**src/shared/current_dac_defines.vh**
```
// constants for the serial-controlled current setting block
`ifndef CURRENT_DAC_DEFINES_VH
`define CURRENT_DAC_DEFINES_VH
`define REG_CHAN0_ADDR 8'hF8
`define REG_RESET_VAL 8'h00
`define SIGN_BIT 7
`define MAG_MSB 6
`define ADDR_BASE 8'h20
`define ADDR_STRAP_STEP 8'h40
`define CHAN_COUNT_DEFAULT 4
`endif

```
**src/logic/setting_regs.v**
```verilog
// small register store holding one setting byte per current channel
`timescale 1ns/1ps
`default_nettype none
`include "current_dac_defines.vh"
module setting_regs #(
  parameter CHANS = `CHAN_COUNT_DEFAULT
) (
  input wire i_sys_clk,
  input wire i_rst,
  input wire i_wr_en,
  input wire [1:0] i_wr_idx,
  input wire [7:0] i_wr_data,
  input wire [1:0] i_rd_idx,
  output reg [7:0] o_rd_data,
  output wire [8*CHANS-1:0] o_all
);
  genvar g;
  // one register per channel, cleared at reset; each has a single driver
  generate
    for (g = 0; g < CHANS; g = g + 1) begin : g_ch
      reg [7:0] slot_q;
      always @(posedge i_sys_clk or posedge i_rst) begin
        if (i_rst) begin
          slot_q <= `REG_RESET_VAL;
        end else if (i_wr_en && i_wr_idx == g) begin
          slot_q <= i_wr_data;
        end
      end
      assign o_all[8*g+7:8*g] = slot_q;
    end
  endgenerate
  // registered read port; an unbuilt channel reads as zero
  always @(posedge i_sys_clk or posedge i_rst) begin
    if (i_rst) begin
      o_rd_data <= 8'h00;
    end else if (i_rd_idx < CHANS) begin
      o_rd_data <= o_all[8*i_rd_idx +: 8];
    end else begin
      o_rd_data <= 8'h00;
    end
  end
endmodule
`default_nettype wire

```
**src/logic/i2c_current_dac_control.v**
```verilog
// serial-bus slave that stores sign/magnitude current settings per channel
//
// Behaviour
// - slave address byte 20h/60h/A0h/E0h chosen by the two strap pins.
// - each channel offers 127 sink and 127 source nonzero settings.
// - setting byte is sign in bit 7, magnitude in bits 6..0.
// - sign 0 means sink, sign 1 means source.
// - zero magnitude gives zero current whatever the sign.
// - all setting registers clear to zero at reset.
// - channel zero setting lives at register address F8h.
// - parameter picks two or four channels; two-channel build has 0 and 1.
// - data falling while clock high is a start, begins a transfer.
// - data rising while clock high is a stop, ends the transfer.
// - repeated start is accepted without a preceding stop.
// - incoming bits are captured on the clock rising edge.
// - outgoing bits change at the clock falling edge.
// - ninth bit is acknowledge, receiver pulls data low.
// - bus idle between stop and start with both lines high.
// - address mismatch means ignore everything until next start.
// - second byte of a write is the register address.
`timescale 1ns/1ps
`default_nettype none
`include "current_dac_defines.vh"
module i2c_current_dac_control #(
  parameter CHANS = `CHAN_COUNT_DEFAULT
) (
  input wire i_sys_clk,
  input wire i_rst,
  input wire i_scl,
  input wire i_sda,
  output reg o_sda_out,
  output reg o_sda_oe,
  input wire i_addr_strap_low,
  input wire i_addr_strap_high,
  output reg [7:0] o_current_chan_zero,
  output reg [7:0] o_current_chan_one,
  output reg [7:0] o_current_chan_two,
  output reg [7:0] o_current_chan_three,
  output reg [3:0] o_chan_source,
  output reg [3:0] o_chan_active
);
  // byte engine states
  localparam ST_IDLE = 3'h0;
  localparam ST_ADDR = 3'h1;
  localparam ST_REG = 3'h2;
  localparam ST_DATA = 3'h3;
  localparam ST_READ = 3'h4;
  localparam ST_IGNORE = 3'h5;

  // maps a register address to a channel index and validity
  function [2:0] reg_decode;
    input [7:0] addr;
    reg [7:0] off;
    begin
      off = addr - `REG_CHAN0_ADDR;
      reg_decode = {(addr >= `REG_CHAN0_ADDR) && (off < CHANS), off[1:0]};
    end
  endfunction

  // pin synchroniser stages, the third stage of each bus pin keeps history
  reg scl_m_q, scl_s_q, scl_p_q;
  reg sda_m_q, sda_s_q, sda_p_q;
  reg str_m_q, str_s_q;
  reg strh_m_q, strh_s_q;
  // byte engine state
  reg [2:0] state_q;
  reg [3:0] bit_q;
  reg [7:0] shift_q;
  reg [7:0] tx_q;
  reg [1:0] ptr_q;
  reg ptr_ok_q;
  reg ack_phase_q;
  reg do_ack_q;
  // write port towards the setting store
  reg wr_en_q;
  reg [7:0] wr_data_q;
  reg [1:0] wr_idx_q;
  wire [7:0] rd_data;
  wire [8*CHANS-1:0] all_regs;
  // bus event wires; the edge, start and stop strobes are each true for one system clock
  wire scl_rise, scl_fall;
  wire start_ev, stop_ev;
  wire byte_done;
  wire [7:0] my_addr;
  wire [2:0] dec;

  // scl synchroniser plus a history stage for edge finding, idle level high
  always @(posedge i_sys_clk or posedge i_rst) begin
    if (i_rst) begin
      scl_m_q <= 1'b1;
      scl_s_q <= 1'b1;
      scl_p_q <= 1'b1;
    end else begin
      scl_m_q <= i_scl;
      scl_s_q <= scl_m_q;
      scl_p_q <= scl_s_q;
    end
  end

  // sda synchroniser, same depth as scl so the two keep their order
  always @(posedge i_sys_clk or posedge i_rst) begin
    if (i_rst) begin
      sda_m_q <= 1'b1;
      sda_s_q <= 1'b1;
      sda_p_q <= 1'b1;
    end else begin
      sda_m_q <= i_sda;
      sda_s_q <= sda_m_q;
      sda_p_q <= sda_s_q;
    end
  end

  // address strap synchronisers
  always @(posedge i_sys_clk or posedge i_rst) begin
    if (i_rst) begin
      str_m_q <= 1'b0;
      str_s_q <= 1'b0;
      strh_m_q <= 1'b0;
      strh_s_q <= 1'b0;
    end else begin
      str_m_q <= i_addr_strap_low;
      str_s_q <= str_m_q;
      strh_m_q <= i_addr_strap_high;
      strh_s_q <= strh_m_q;
    end
  end

  assign scl_rise = scl_s_q && !scl_p_q;
  assign scl_fall = !scl_s_q && scl_p_q;
  assign start_ev = scl_s_q && scl_p_q && sda_p_q && !sda_s_q;
  assign stop_ev = scl_s_q && scl_p_q && !sda_p_q && sda_s_q;
  // strap selects one of four address bytes
  assign my_addr = `ADDR_BASE + (`ADDR_STRAP_STEP * {6'h00, strh_s_q, str_s_q});
  assign dec = reg_decode(shift_q);
  // eighth bit of the current byte has gone by
  assign byte_done = (bit_q == 4'h8);

  // byte engine: shifts on rising edges, acts at falling edges
  always @(posedge i_sys_clk or posedge i_rst) begin
    if (i_rst) begin
      state_q <= ST_IDLE;
      bit_q <= 4'h0;
      shift_q <= 8'h00;
      tx_q <= 8'h00;
      ptr_q <= 2'h0;
      ptr_ok_q <= 1'b0;
      ack_phase_q <= 1'b0;
      do_ack_q <= 1'b0;
      wr_en_q <= 1'b0;
      wr_data_q <= 8'h00;
      wr_idx_q <= 2'h0;
      o_sda_out <= 1'b0;
      o_sda_oe <= 1'b0;
    end else begin
      wr_en_q <= 1'b0;
      if (start_ev) begin
        state_q <= ST_ADDR;
        bit_q <= 4'h0;
        ack_phase_q <= 1'b0;
        o_sda_oe <= 1'b0;
      end else if (stop_ev) begin
        state_q <= ST_IDLE;
        o_sda_oe <= 1'b0;
      end else if (state_q != ST_IDLE && state_q != ST_IGNORE) begin
        if (scl_rise && !ack_phase_q) begin
          shift_q <= {shift_q[6:0], sda_s_q};
          bit_q <= bit_q + 4'h1;
        end else if (scl_rise && ack_phase_q && state_q == ST_READ && bit_q == 4'h8) begin
          // master ack or nack after read byte; nack ends driving
          if (sda_s_q) begin
            state_q <= ST_IGNORE;
          end
        end else if (scl_fall) begin
          if (ack_phase_q) begin
            // end of ninth bit: release or start next read byte
            ack_phase_q <= 1'b0;
            bit_q <= 4'h0;
            if (state_q == ST_READ && do_ack_q) begin
              // each read byte reloads the addressed setting; bit count restarts at zero
              o_sda_oe <= !rd_data[7];
              o_sda_out <= 1'b0;
              tx_q <= {rd_data[6:0], 1'b1};
              do_ack_q <= 1'b0;
            end else if (state_q == ST_READ) begin
              o_sda_oe <= 1'b0;
            end else begin
              o_sda_oe <= 1'b0;
            end
          end else if (state_q == ST_READ && !byte_done) begin
            o_sda_oe <= !tx_q[7];
            o_sda_out <= 1'b0;
            tx_q <= {tx_q[6:0], 1'b1};
          end else if (byte_done) begin
            ack_phase_q <= 1'b1;
            case (state_q)
              ST_ADDR: begin
                // only the own address is acked; a read loads the pointed setting
                if (shift_q[7:1] == my_addr[7:1]) begin
                  o_sda_oe <= 1'b1;
                  o_sda_out <= 1'b0;
                  if (shift_q[0]) begin
                    state_q <= ST_READ;
                    tx_q <= rd_data;
                    do_ack_q <= 1'b1;
                  end else begin
                    state_q <= ST_REG;
                  end
                end else begin
                  state_q <= ST_IGNORE;
                  o_sda_oe <= 1'b0;
                end
              end
              ST_REG: begin
                ptr_q <= dec[1:0];
                ptr_ok_q <= dec[2];
                o_sda_oe <= 1'b1;
                o_sda_out <= 1'b0;
                state_q <= ST_DATA;
              end
              ST_DATA: begin
                wr_en_q <= ptr_ok_q;
                wr_data_q <= shift_q;
                wr_idx_q <= ptr_q;
                o_sda_oe <= 1'b1;
                o_sda_out <= 1'b0;
              end
              ST_READ: begin
                // read byte done: release for master ack bit
                o_sda_oe <= 1'b0;
                bit_q <= 4'h8;
                do_ack_q <= 1'b0;
              end
              default: begin
                state_q <= ST_IGNORE;
              end
            endcase
          end
        end else if (scl_rise && ack_phase_q && state_q == ST_READ) begin
          do_ack_q <= !sda_s_q;
        end
      end
      if (!start_ev && state_q == ST_READ && ack_phase_q && scl_rise && bit_q == 4'h8) begin
        do_ack_q <= !sda_s_q;
      end
    end
  end

  setting_regs #(
    .CHANS(CHANS)
  ) u_regs (
    .i_sys_clk(i_sys_clk),
    .i_rst(i_rst),
    .i_wr_en(wr_en_q),
    .i_wr_idx(wr_idx_q),
    .i_wr_data(wr_data_q),
    .i_rd_idx(ptr_q),
    .o_rd_data(rd_data),
    .o_all(all_regs)
  );

  // registered channel setting bytes; unbuilt channels read zero
  always @(posedge i_sys_clk or posedge i_rst) begin
    if (i_rst) begin
      o_current_chan_zero <= `REG_RESET_VAL;
      o_current_chan_one <= `REG_RESET_VAL;
      o_current_chan_two <= `REG_RESET_VAL;
      o_current_chan_three <= `REG_RESET_VAL;
    end else begin
      o_current_chan_zero <= all_regs[7:0];
      o_current_chan_one <= all_regs[15:8];
      o_current_chan_two <= (CHANS > 2) ? all_regs[8*(CHANS-1)-1 -: 8] : 8'h00;
      o_current_chan_three <= (CHANS > 2) ? all_regs[8*CHANS-1 -: 8] : 8'h00;
    end
  end

  // per-channel direction and activity flags
  integer k;
  always @(posedge i_sys_clk or posedge i_rst) begin
    if (i_rst) begin
      o_chan_source <= 4'h0;
      o_chan_active <= 4'h0;
    end else begin
      for (k = 0; k < 4; k = k + 1) begin
        if (k < CHANS) begin
          // zero magnitude means no current and no direction
          o_chan_active[k] <= |all_regs[8*k+`MAG_MSB -: 7];
          o_chan_source[k] <= all_regs[8*k+`SIGN_BIT] && (|all_regs[8*k+`MAG_MSB -: 7]);
        end else begin
          o_chan_active[k] <= 1'b0;
          o_chan_source[k] <= 1'b0;
        end
      end
    end
  end
endmodule
`default_nettype wire

```
**config.mk**
```make
export PLATFORM = sky130hd
export DESIGN_NAME = i2c_current_dac_control
export DESIGN_NICKNAME = d
export VERILOG_FILES = /design/src/logic/setting_regs.v /design/src/logic/i2c_current_dac_control.v
export VERILOG_INCLUDE_DIRS = /design/src /design/src/shared
export SDC_FILE = /design/constraint.sdc
export NUM_CORES = 1
export LEC_CHECK = 0
export BUFFER_PORTS_ARGS = -buffer_cell sky130_fd_sc_hd__buf_2
export CORE_AREA = 2 2 135 137
export CTS_CLUSTER_DIAMETER = 60
export DETAILED_ROUTE_END_ITERATION = 7
export DIE_AREA = 0 0 137 139
export GPL_TIMING_DRIVEN = 0
export RECOVER_POWER = 100
export REMOVE_ABC_BUFFERS = 1
export SETUP_SLACK_MARGIN = 0.1
export SLEW_MARGIN = 40
export SYNTH_ARGS = -nofsm -noshare
export SYNTH_HDL_FRONTEND = slang
export SYNTH_HIERARCHICAL = 1
export SYNTH_SLANG_ARGS = --single-unit
export TNS_END_PERCENT = 10
```
**constraint.sdc**
```tcl
create_clock -name i_sys_clk -period 2.6 [get_ports i_sys_clk]
set_clock_uncertainty 0.15 [all_clocks]
set_input_delay 0.39 -clock i_sys_clk [delete_from_list [all_inputs] [get_ports i_sys_clk]]
set_output_delay 0.39 -clock i_sys_clk [all_outputs]
set_load 0.005 [all_outputs]
```
==> impl_results.md, run 1 <==
* Worst path slowest cell: dfrtp_1
* Diodes inserted at 0
* Vias per cell at about 4.7
* Register area share after synthesis at between 60 and 70%
* Flop and latch count out of synthesis at 130
* Max reg flops at 32
* Worst r2r path cells at 6
* Maximum clock path buffer count at 2
* Internal at around 4000 uW
* Area grow syn2layout at 21.54%
* Period minus WS final at 2.480 ns
* Most frequent cells in the layout: dfrtp_1, mux2_2, clkbuf_1
* Sequential cell fraction of total power at 42.7%
* Die Y-Extent at approximately 140 um
* Tcrit/Tclk final at about 95%
* Wirelength per Cell at roughly 15 um
* Unique cell type count in the Yosys netlist at 51
* Peak Freq at between 400 and 500 MHz
* Latest clock arrival within the worst-skew pair at 0.42 ns
* Final #Nets at around 440
* Vias in the first global route at approximately 3100
* DR iter-0 viols at roughly 210
* CTS buffer count at 17
* Syn Area/Cell at between 10 and 15 um2
* Sw frac at between 20 and 30%
* CP endpoint kind: flip-flop
* Max Slew Vio Count at 0
* RSZ-0062 raised after global routing: yes
* Maxcap violations at 0
* Pwr per Cell Area at between 800 and 900 nW/um2
* Std cell rows at between 40 and 50
* Mapped Area at 5176 um2
* PortBufs at 46
* Startpoint Class: flip-flop
* Number of vias in the routed layout at approximately 3100
* Overflow after GRT at 0
* Post-Syn Instances at between 300 and 400
* Worst R2R End: tx_q[0]
* Slew HR at 12.28%
* Critical Path RT at around 2.7 ns
* Drt total wl at 10060 um
* Core Area at 17660 um2
* Slowest stage delay, CP at 0.50 ns
* First-pass GRT wire length at 16380 um
* Pin count of the biggest net entering global routing at 48
* Worst Setup SP: state_q[2]
* CP bufs+invs at 1
* Reg with most FFs: u_regs/g_ch.slot_q
* Crit-path cells: or3b_4 -> nor4_4 -> a221oi_2 -> nor3_4 -> buf_12 -> mux2_1
* HP Class: flip-flop to flip-flop
* Final Non-Filler Cells at approximately 670
* YS warnings at 6
* Static leakage at between 0.003 and 0.004 uW
* Routability congestion estimate at between 0.8 and 0.9
* Die ar. at roughly 19000 um2
* # DRC at 0
* CTS sink count at 130
* Switching pwr at around 1500 uW
* Critical Path Fanout Max at 11
* CP delay by family, top: simple AND/OR/NAND/NOR gates
* Chip width at around 140 um
* Crit path arrival time at 2.62 ns
* # setup viols final at 0
* CTS tree: yes
* Post-DRT Antenna Nets at 0
* Final Hold Fails at 0
* Dpl cells at 630
* Ports at 48
* Drt first pass iters at 4
* Root buffer cell: clkbuf_16
* WS Path Type: flip-flop to flip-flop
* CTS clk-pin slew, worst paths at ~0.06 ns
* Reg-to-reg slack, setup at approximately 0.12 ns
* Layout cell share with drive strength beyond 1 at a little under a third
* Placed wire-length estimate at roughly 7200 um
* GRT Util Overall at 11.14%
* RR Startpoint: state_q[2]
* Worst-margin pin slew at between 1 and 1.5 ns
* Clock network power share at between 40% and 50%
* Initial antenna violation count at 0
* Critical path endpoint: tx_q[0]
* Hold WS at between 0.15 and 0.2 ns
* VDD IR-drop max at 0.4830 mV
* Logic pwr share at roughly an eighth
* Run status: finished clean
* Most common cell after layout, fill and taps aside: dfrtp_1
* Initial Utilization at slightly below 30%
* Stages on worst setup path at 6
* H-tree levels at 4
## power by group through the flow
stage | clock network (uW) | logic, uW | registers [uW]
CTS | 2460 | 692 | 2320
global placement | 0 | 653 | 2350
floorplan | 0 | 541 | 2300
finish | 2410 | 707 | 2320
global route | 2560 | 782 | 2350
detailed placement | 0 | 677 | 2360
## cells by family (layout without fill, tap and decap cells)
group / count (synthesis) / count (layout) / synth area share (%)
DFF: 130 / 130 / 62.99
and+or+nand+nor: 84 / 84 / 9.983
muxes: 79 / 79 / 18.64
AOI/OAI and AO/OA: 39 / 39 / 4.617
buffers and inverters: 23 / 98 / 1.885
xor gates and xnor gates: 5 / 5 / 0.8460
adders and majority gates: 4 / 4 / 0.9669
other: 1 / 1 / 0.07245
## metal layers
layer	wire length, um	part of all wire [%]	up-vias	track usage (%)
met2	4861	48	74	17.02
met3	442	4.4	15	2.997
li1	-	-	1450	-
met1	4601	46	1578	14.69
met5	0	0	-	0
met4	156	1.6	0	5.155
## worst min path at each step
stage / startpoint / endpoint / slack, ns / cells past startpoint
global route: str_m_q / str_s_q / 0.20 / 0
detailed placement: str_m_q / str_s_q / 0.19 / 0
finish: str_m_q / str_s_q / 0.20 / 0
global placement: str_m_q / str_s_q / 0.19 / 0
floorplan: str_m_q / str_s_q / 0.18 / 0
CTS: strh_m_q / strh_s_q / 0.20 / 0
## layout make-up
class | instances | area (um2)
fill | 1704 | 11370
sequential | 130 | 3263
multi-input combinational | 212 | 1808
clock buffer | 17 | 425.4
tap | 229 | 286.5
timing repair buffer | 55 | 281.5
clock inverter | 15 | 180.2
inverter | 11 | 46.29
## per-stage QoR
stage / total power (uW) / util (%) / setup TNS (ns) / worst slack, ns / instance area, um2
floorplan: 2840 / - / -22.29 / -0.2653 / 5120
global placement: 3000 / 31.92 / -103.09 / -1.182 / 5637
detailed placement: 3032 / 32.25 / -0.0002700 / -0.0002700 / 5694
CTS: 5473 / 36.08 / 0 / 0.02075 / 6370
global route: 5687 / 35.63 / 0 / 0.01428 / 6291
finish: 5447 / 35.63 / 0 / 0.1203 / 6291
## synth_stat cells (all sizes together)
cell type  instances  area (um2)
mux2              59       664.4
nand4bb            1       11.26
nor4b              1       8.760
a211o              2       17.52
clkbuf             7       26.28
o21ai             18       90.09
a2bb2oi            1       8.760
a2111o             1       11.26
ha                 4       50.05
nor2               2       7.510
conb               1       3.750
inv               11       41.29
buf                5       30.02
and2               5       31.28
nand2             28       105.1
o31ai              1       7.510
o41ai              1       8.760
o22ai              1       6.260
a221oi             1       15.01
mux4               8       180.2
a211oi             2       15.01
nor2b              2       12.51
dfstp              6       157.7
nand2b             1       6.260
or3                1       6.260
mux2i             12       120.1
nand4              1       6.260
nand3             11       60.06
xnor2              1       8.760
a21oi              9       45.04
xor2               4       35.03
nor4               6       52.55
nor3b              5       53.80
or3b               2       20.02
nor3              10       61.31
dfrtp            124        3103
nand3b             5       45.04
and3b              2       17.52
a21o               1       7.510
or4bb              1       11.26
a31oi              1       6.260
## repair_timing
| action | CTS | global route |
|---|---|---|
| setup endpoints to repair | 9 | 11 |
| setup buffers | 1 | 1 |
| resized for setup | 0 | 3 |
| hold buffers | 5 | 0 |
| pin swaps | 1 | 0 |
| hold endpoints to repair | 55 | 0 |
(Power assumes the default switching activity.)
==> run 2, diff against run 1 <==
--- a/config.mk
+++ b/config.mk
@@ -7,17 +7,17 @@
 export NUM_CORES = 1
 export LEC_CHECK = 0
 export BUFFER_PORTS_ARGS = -buffer_cell sky130_fd_sc_hd__buf_2
-export CORE_AREA = 2 2 135 137
+export CORE_AREA = 2 2 103 105
 export CTS_CLUSTER_DIAMETER = 60
 export DETAILED_ROUTE_END_ITERATION = 7
-export DIE_AREA = 0 0 137 139
+export DIE_AREA = 0 0 105 107
 export GPL_TIMING_DRIVEN = 0
+export PLACE_DENSITY = 0.74
 export RECOVER_POWER = 100
 export REMOVE_ABC_BUFFERS = 1
 export SETUP_SLACK_MARGIN = 0.1
 export SLEW_MARGIN = 40
 export SYNTH_ARGS = -nofsm -noshare
 export SYNTH_HDL_FRONTEND = slang
-export SYNTH_HIERARCHICAL = 1
 export SYNTH_SLANG_ARGS = --single-unit
 export TNS_END_PERCENT = 10
==> impl_results.md, run 2 <==
* Pin count of the biggest net entering global routing at 77 (+60%)
* HP Class: flip-flop to flip-flop
* Reg with most FFs: u_regs.g_ch.slot_q
* Tcrit/Tclk final at 93.95% (-1.4 points)
* Worst r2r path cells at 5 (-1)
* Critical path endpoint: wr_idx_q[0]
* Number of vias in the routed layout at 3118 (+0.032%)
* RSZ-0062 raised after global routing: yes
* Startpoint Class: flip-flop
* Critical Path RT at 2.85 ns (+0.11 ns)
* Critical Path Fanout Max at 11 (unchanged)
* H-tree levels at 4 (unchanged)
* Post-Syn Instances at 370 (+1.4%)
* First-pass GRT wire length at 17200 um (+5.0%)
* DRT met1 WL at 4642 um (+0.89%)
* Flop and latch count out of synthesis at 130 (unchanged)
* Chip width at 105 um (-23%)
* Hold path depth at 0 (unchanged)
* Crit path arrival time at 2.69 ns (+0.07 ns)
* Synth cell count leaders: dfrtp_1, mux2_2, nand2_1
* Diodes inserted at 0 (unchanged)
* Most common cell after layout, fill and taps aside: dfrtp_1
* Initial antenna violation count at 0 (unchanged)
* Slew HR at -5.741% (-18 points)
* Layout cell share with drive strength beyond 1 at 31.07% (+0.84 points)
* Die Y-Extent at 107 um (-23%)
* Vias in the first global route at 3255 (+4.9%)
* Xor and xnor fraction of the mapped netlist area at 0.6718% (-0.17 points)
* DR iter-0 viols at 152 (-29%)
* Dpl ws at 0.1787 ns (+0.1790 ns)
* Placed wire-length estimate at 6917 um (-3.3%)
* Pwr per Cell Area at 874.3 nW/um2 (+0.98%)
* Maxcap violations at 1 (+1)
* Main combinational cell family by area after synthesis: multiplexers
* Fin util at 61.20% (+26 points)
* Async SR Flop Fraction at 100.0% (unchanged)
* Min-delay src: str_m_q
* Ports at 48 (unchanged)
* Failing checks: max-capacitance violations, max-slew violations
* Reg-to-reg slack, setup at 0.16 ns (+0.04 ns)
* CP delay by family, top: simple AND/OR/NAND/NOR gates
* Static leakage at 0.002997 uW (-1.5%)
* Final Hold Fails at 0 (unchanged)
* Post CTS Setup Buffer Count at 0 (-1)
* Wirelength per Cell at 17.95 um (+19%)
* Worst setup margin at 0.1574 ns (+0.03705 ns)
* Max reg flops at 32 (unchanged)
* Adder and majority gate portion of the synthesized area at 0.9597% (-0.0072 points)
* Core Area at 10090 um2 (-43%)
* Root buffer cell: clkbuf_8
* Drt total wl at 10360 um (+2.9%)
* CTS tree: yes
* CP endpoint kind: flip-flop
* Crit-path cells: nor2b_1 -> nand2b_1 -> nor2_1 -> nand3_1 -> mux2_2
* Unique cell type count in the Yosys netlist at 56 (+9.8%)
* # setup viols final at 0 (unchanged)
* CP bufs+invs at 0 (-1)
* Overflow after GRT at 0 (unchanged)
* Initial Utilization at 51.67% (+22 points)
* Die ar. at 11240 um2 (-41%)
* Maximum clock path buffer count at 2 (unchanged)
* Std cell rows at 37 (-24%)
* YS warnings at 0 (-6)
* Max Slew Vio Count at 76 (+76)
* Wire length on met2 at 5216 um (+7.3%)
* # DRC at 0 (unchanged)
* Worst-margin pin slew at 1.584 ns (+0.2709 ns)
* EDFF count, synth at 0 (unchanged)
* Hold WS at 0.1994 ns (+0.003063 ns)
* Syn Area/Cell at 14.09 um2 (-0.61%)
* Stages on worst setup path at 5 (-1)
* Worst R2R End: wr_idx_q[0]
* Mux contribution to synthesized area at 18.14% (-0.50 points)
* Worst Setup SP: scl_p_q
* Slowest stage delay, CP at 0.56 ns (+0.06 ns)
* Final #Nets at 439 (+0.46%)
* PortBufs at 46 (unchanged)
* Period minus WS final at 2.443 ns (-0.03705 ns)
* CTS sink count at 130 (unchanged)
* CTS clk-pin slew, worst paths at 0.06 ns (about the same)
* Worst path slowest cell: dfstp_2
* Most area-consuming cells after synthesis: dfrtp_1, mux2_2, mux4_2
* Power Total at 5399 uW (-0.87%)
* RR Startpoint: scl_p_q
* CTS buffer count at 17 (unchanged)
* Count leader, synth: dfrtp_1
* Synth area leader: dfrtp_1
* Post-synthesis compound-gate area fraction at 5.638% (+1.0 points)
* Latest clock arrival within the worst-skew pair at 0.52 ns (+0.10 ns)
* Register area share after synthesis at 62.52% (-0.47 points)
* Synth top area share at 59.50% (-0.45 points)
* GRT Util Overall at 20.22% (+9.1 points)
* Drt first pass iters at 4 (unchanged)
* Most frequent cells in the layout: dfrtp_1, mux2_2, nand2_1
* VDD IR-drop max at 0.4557 mV (-5.7%)
* Uppermost layer routed: met4
* Peak Freq at 409.4 MHz (+1.5%)
* Met3 routed wirelength at 371 um (-16%)
* Routability congestion estimate at 0.8244 (-7.8%)
* Area grow syn2layout at 18.43%
* Top_reg_cell synth: dfrtp_1
* Post-DRT Antenna Nets at 0 (unchanged)
* Vias per cell at 5.404 (+16%)
* Post-Synth Simple-Gate Area at 10.20% (+0.21 points)
* Mapped Area at 5215 um2 (+0.75%)
* WS Path Type: flip-flop to flip-flop
* Run status: finished, violations left
run 2: cell types whose count changed in the layout (fill, tap and decap cells not counted), moves of 5 or more:
cell      change
nor2_1        +8
buf_2         +7
clkbuf_1      -7
nand2b_1      +7
nand3_1       -5
run 2: metal layers:
metal / track usage, % / vias to the layer above
li1: - / 1454
met1: 26.49 / 1584
met2: 32.47 / 70
met3: 5.471 / 10
met4: 7.810 / 0
met5: 0 / -
run 2: how the worst min path moves through the flow:
| stage | to |
|---|---|
| floorplan | str_s_q |
| global placement | strh_s_q |
| detailed placement | str_s_q |
| CTS | sda_s_q |
| global route | str_s_q |
| finish | str_s_q |
run 2: what timing repair did:
item,CTS,global route
hold buffers,5,0
resized for setup,0,1
setup endpoints to repair,0,17
endpoints found under the hold margin,79,0
run 2: per-stage QoR:
| stage | TNS, ns | instance area (um2) | cells |
|---|---|---|---|
| finish | 0 | 6176 | 577 |
| global route | 0 | 6176 | 577 |
| CTS | 0 | 6216 | 577 |
| detailed placement | 0 | 5592 | 541 |
| global placement | -330.90 | 5552 | 540 |
| floorplan | -176.32 | 5151 | 358 |
run 2: kinds of logic (layout without fill, tap and decap cells):
| family | Yosys count | in the layout |
|---|---|---|
| DFF | 130 | 130 |
| and+or+nand+nor | 91 | 91 |
| muxes | 77 | 77 |
| AOI/OAI and AO/OA | 43 | 43 |
| buffers and inverters | 20 | 91 |
| adders and majority gates | 4 | 4 |
| xor gates and xnor gates | 4 | 4 |
| other | 1 | 1 |
run 2: cell type report:
cell class / count / area (um2)
Clock inverter: 11 / 128.9
Multi-Input combinational cell: 220 / 1859
Tap cell: 136 / 170.2
Timing Repair Buffer: 52 / 280.3
Fill cell: 820 / 3916
Sequential cell: 130 / 3262
Clock buffer: 20 / 445.4
Inverter: 8 / 30.03
run 2: worst reg2reg max path: cells and delay by family (launching register included):
kind / cells / cell delay, ns
and+or+nand+nor: 4 / 1.18
muxes: 1 / 0.44
DFF: 1 / 0.56
run 2: power by group:
group | total, uW | switching [uW] | leakage, uW | internal (uW)
combinational | 752 | 420 | 0.000969 | 332
sequential | 2370 | 220 | 0.00176 | 2150
clock | 2270 | 861 | 0.000266 | 1410
total | 5400 | 1500 | 0.00300 | 3900
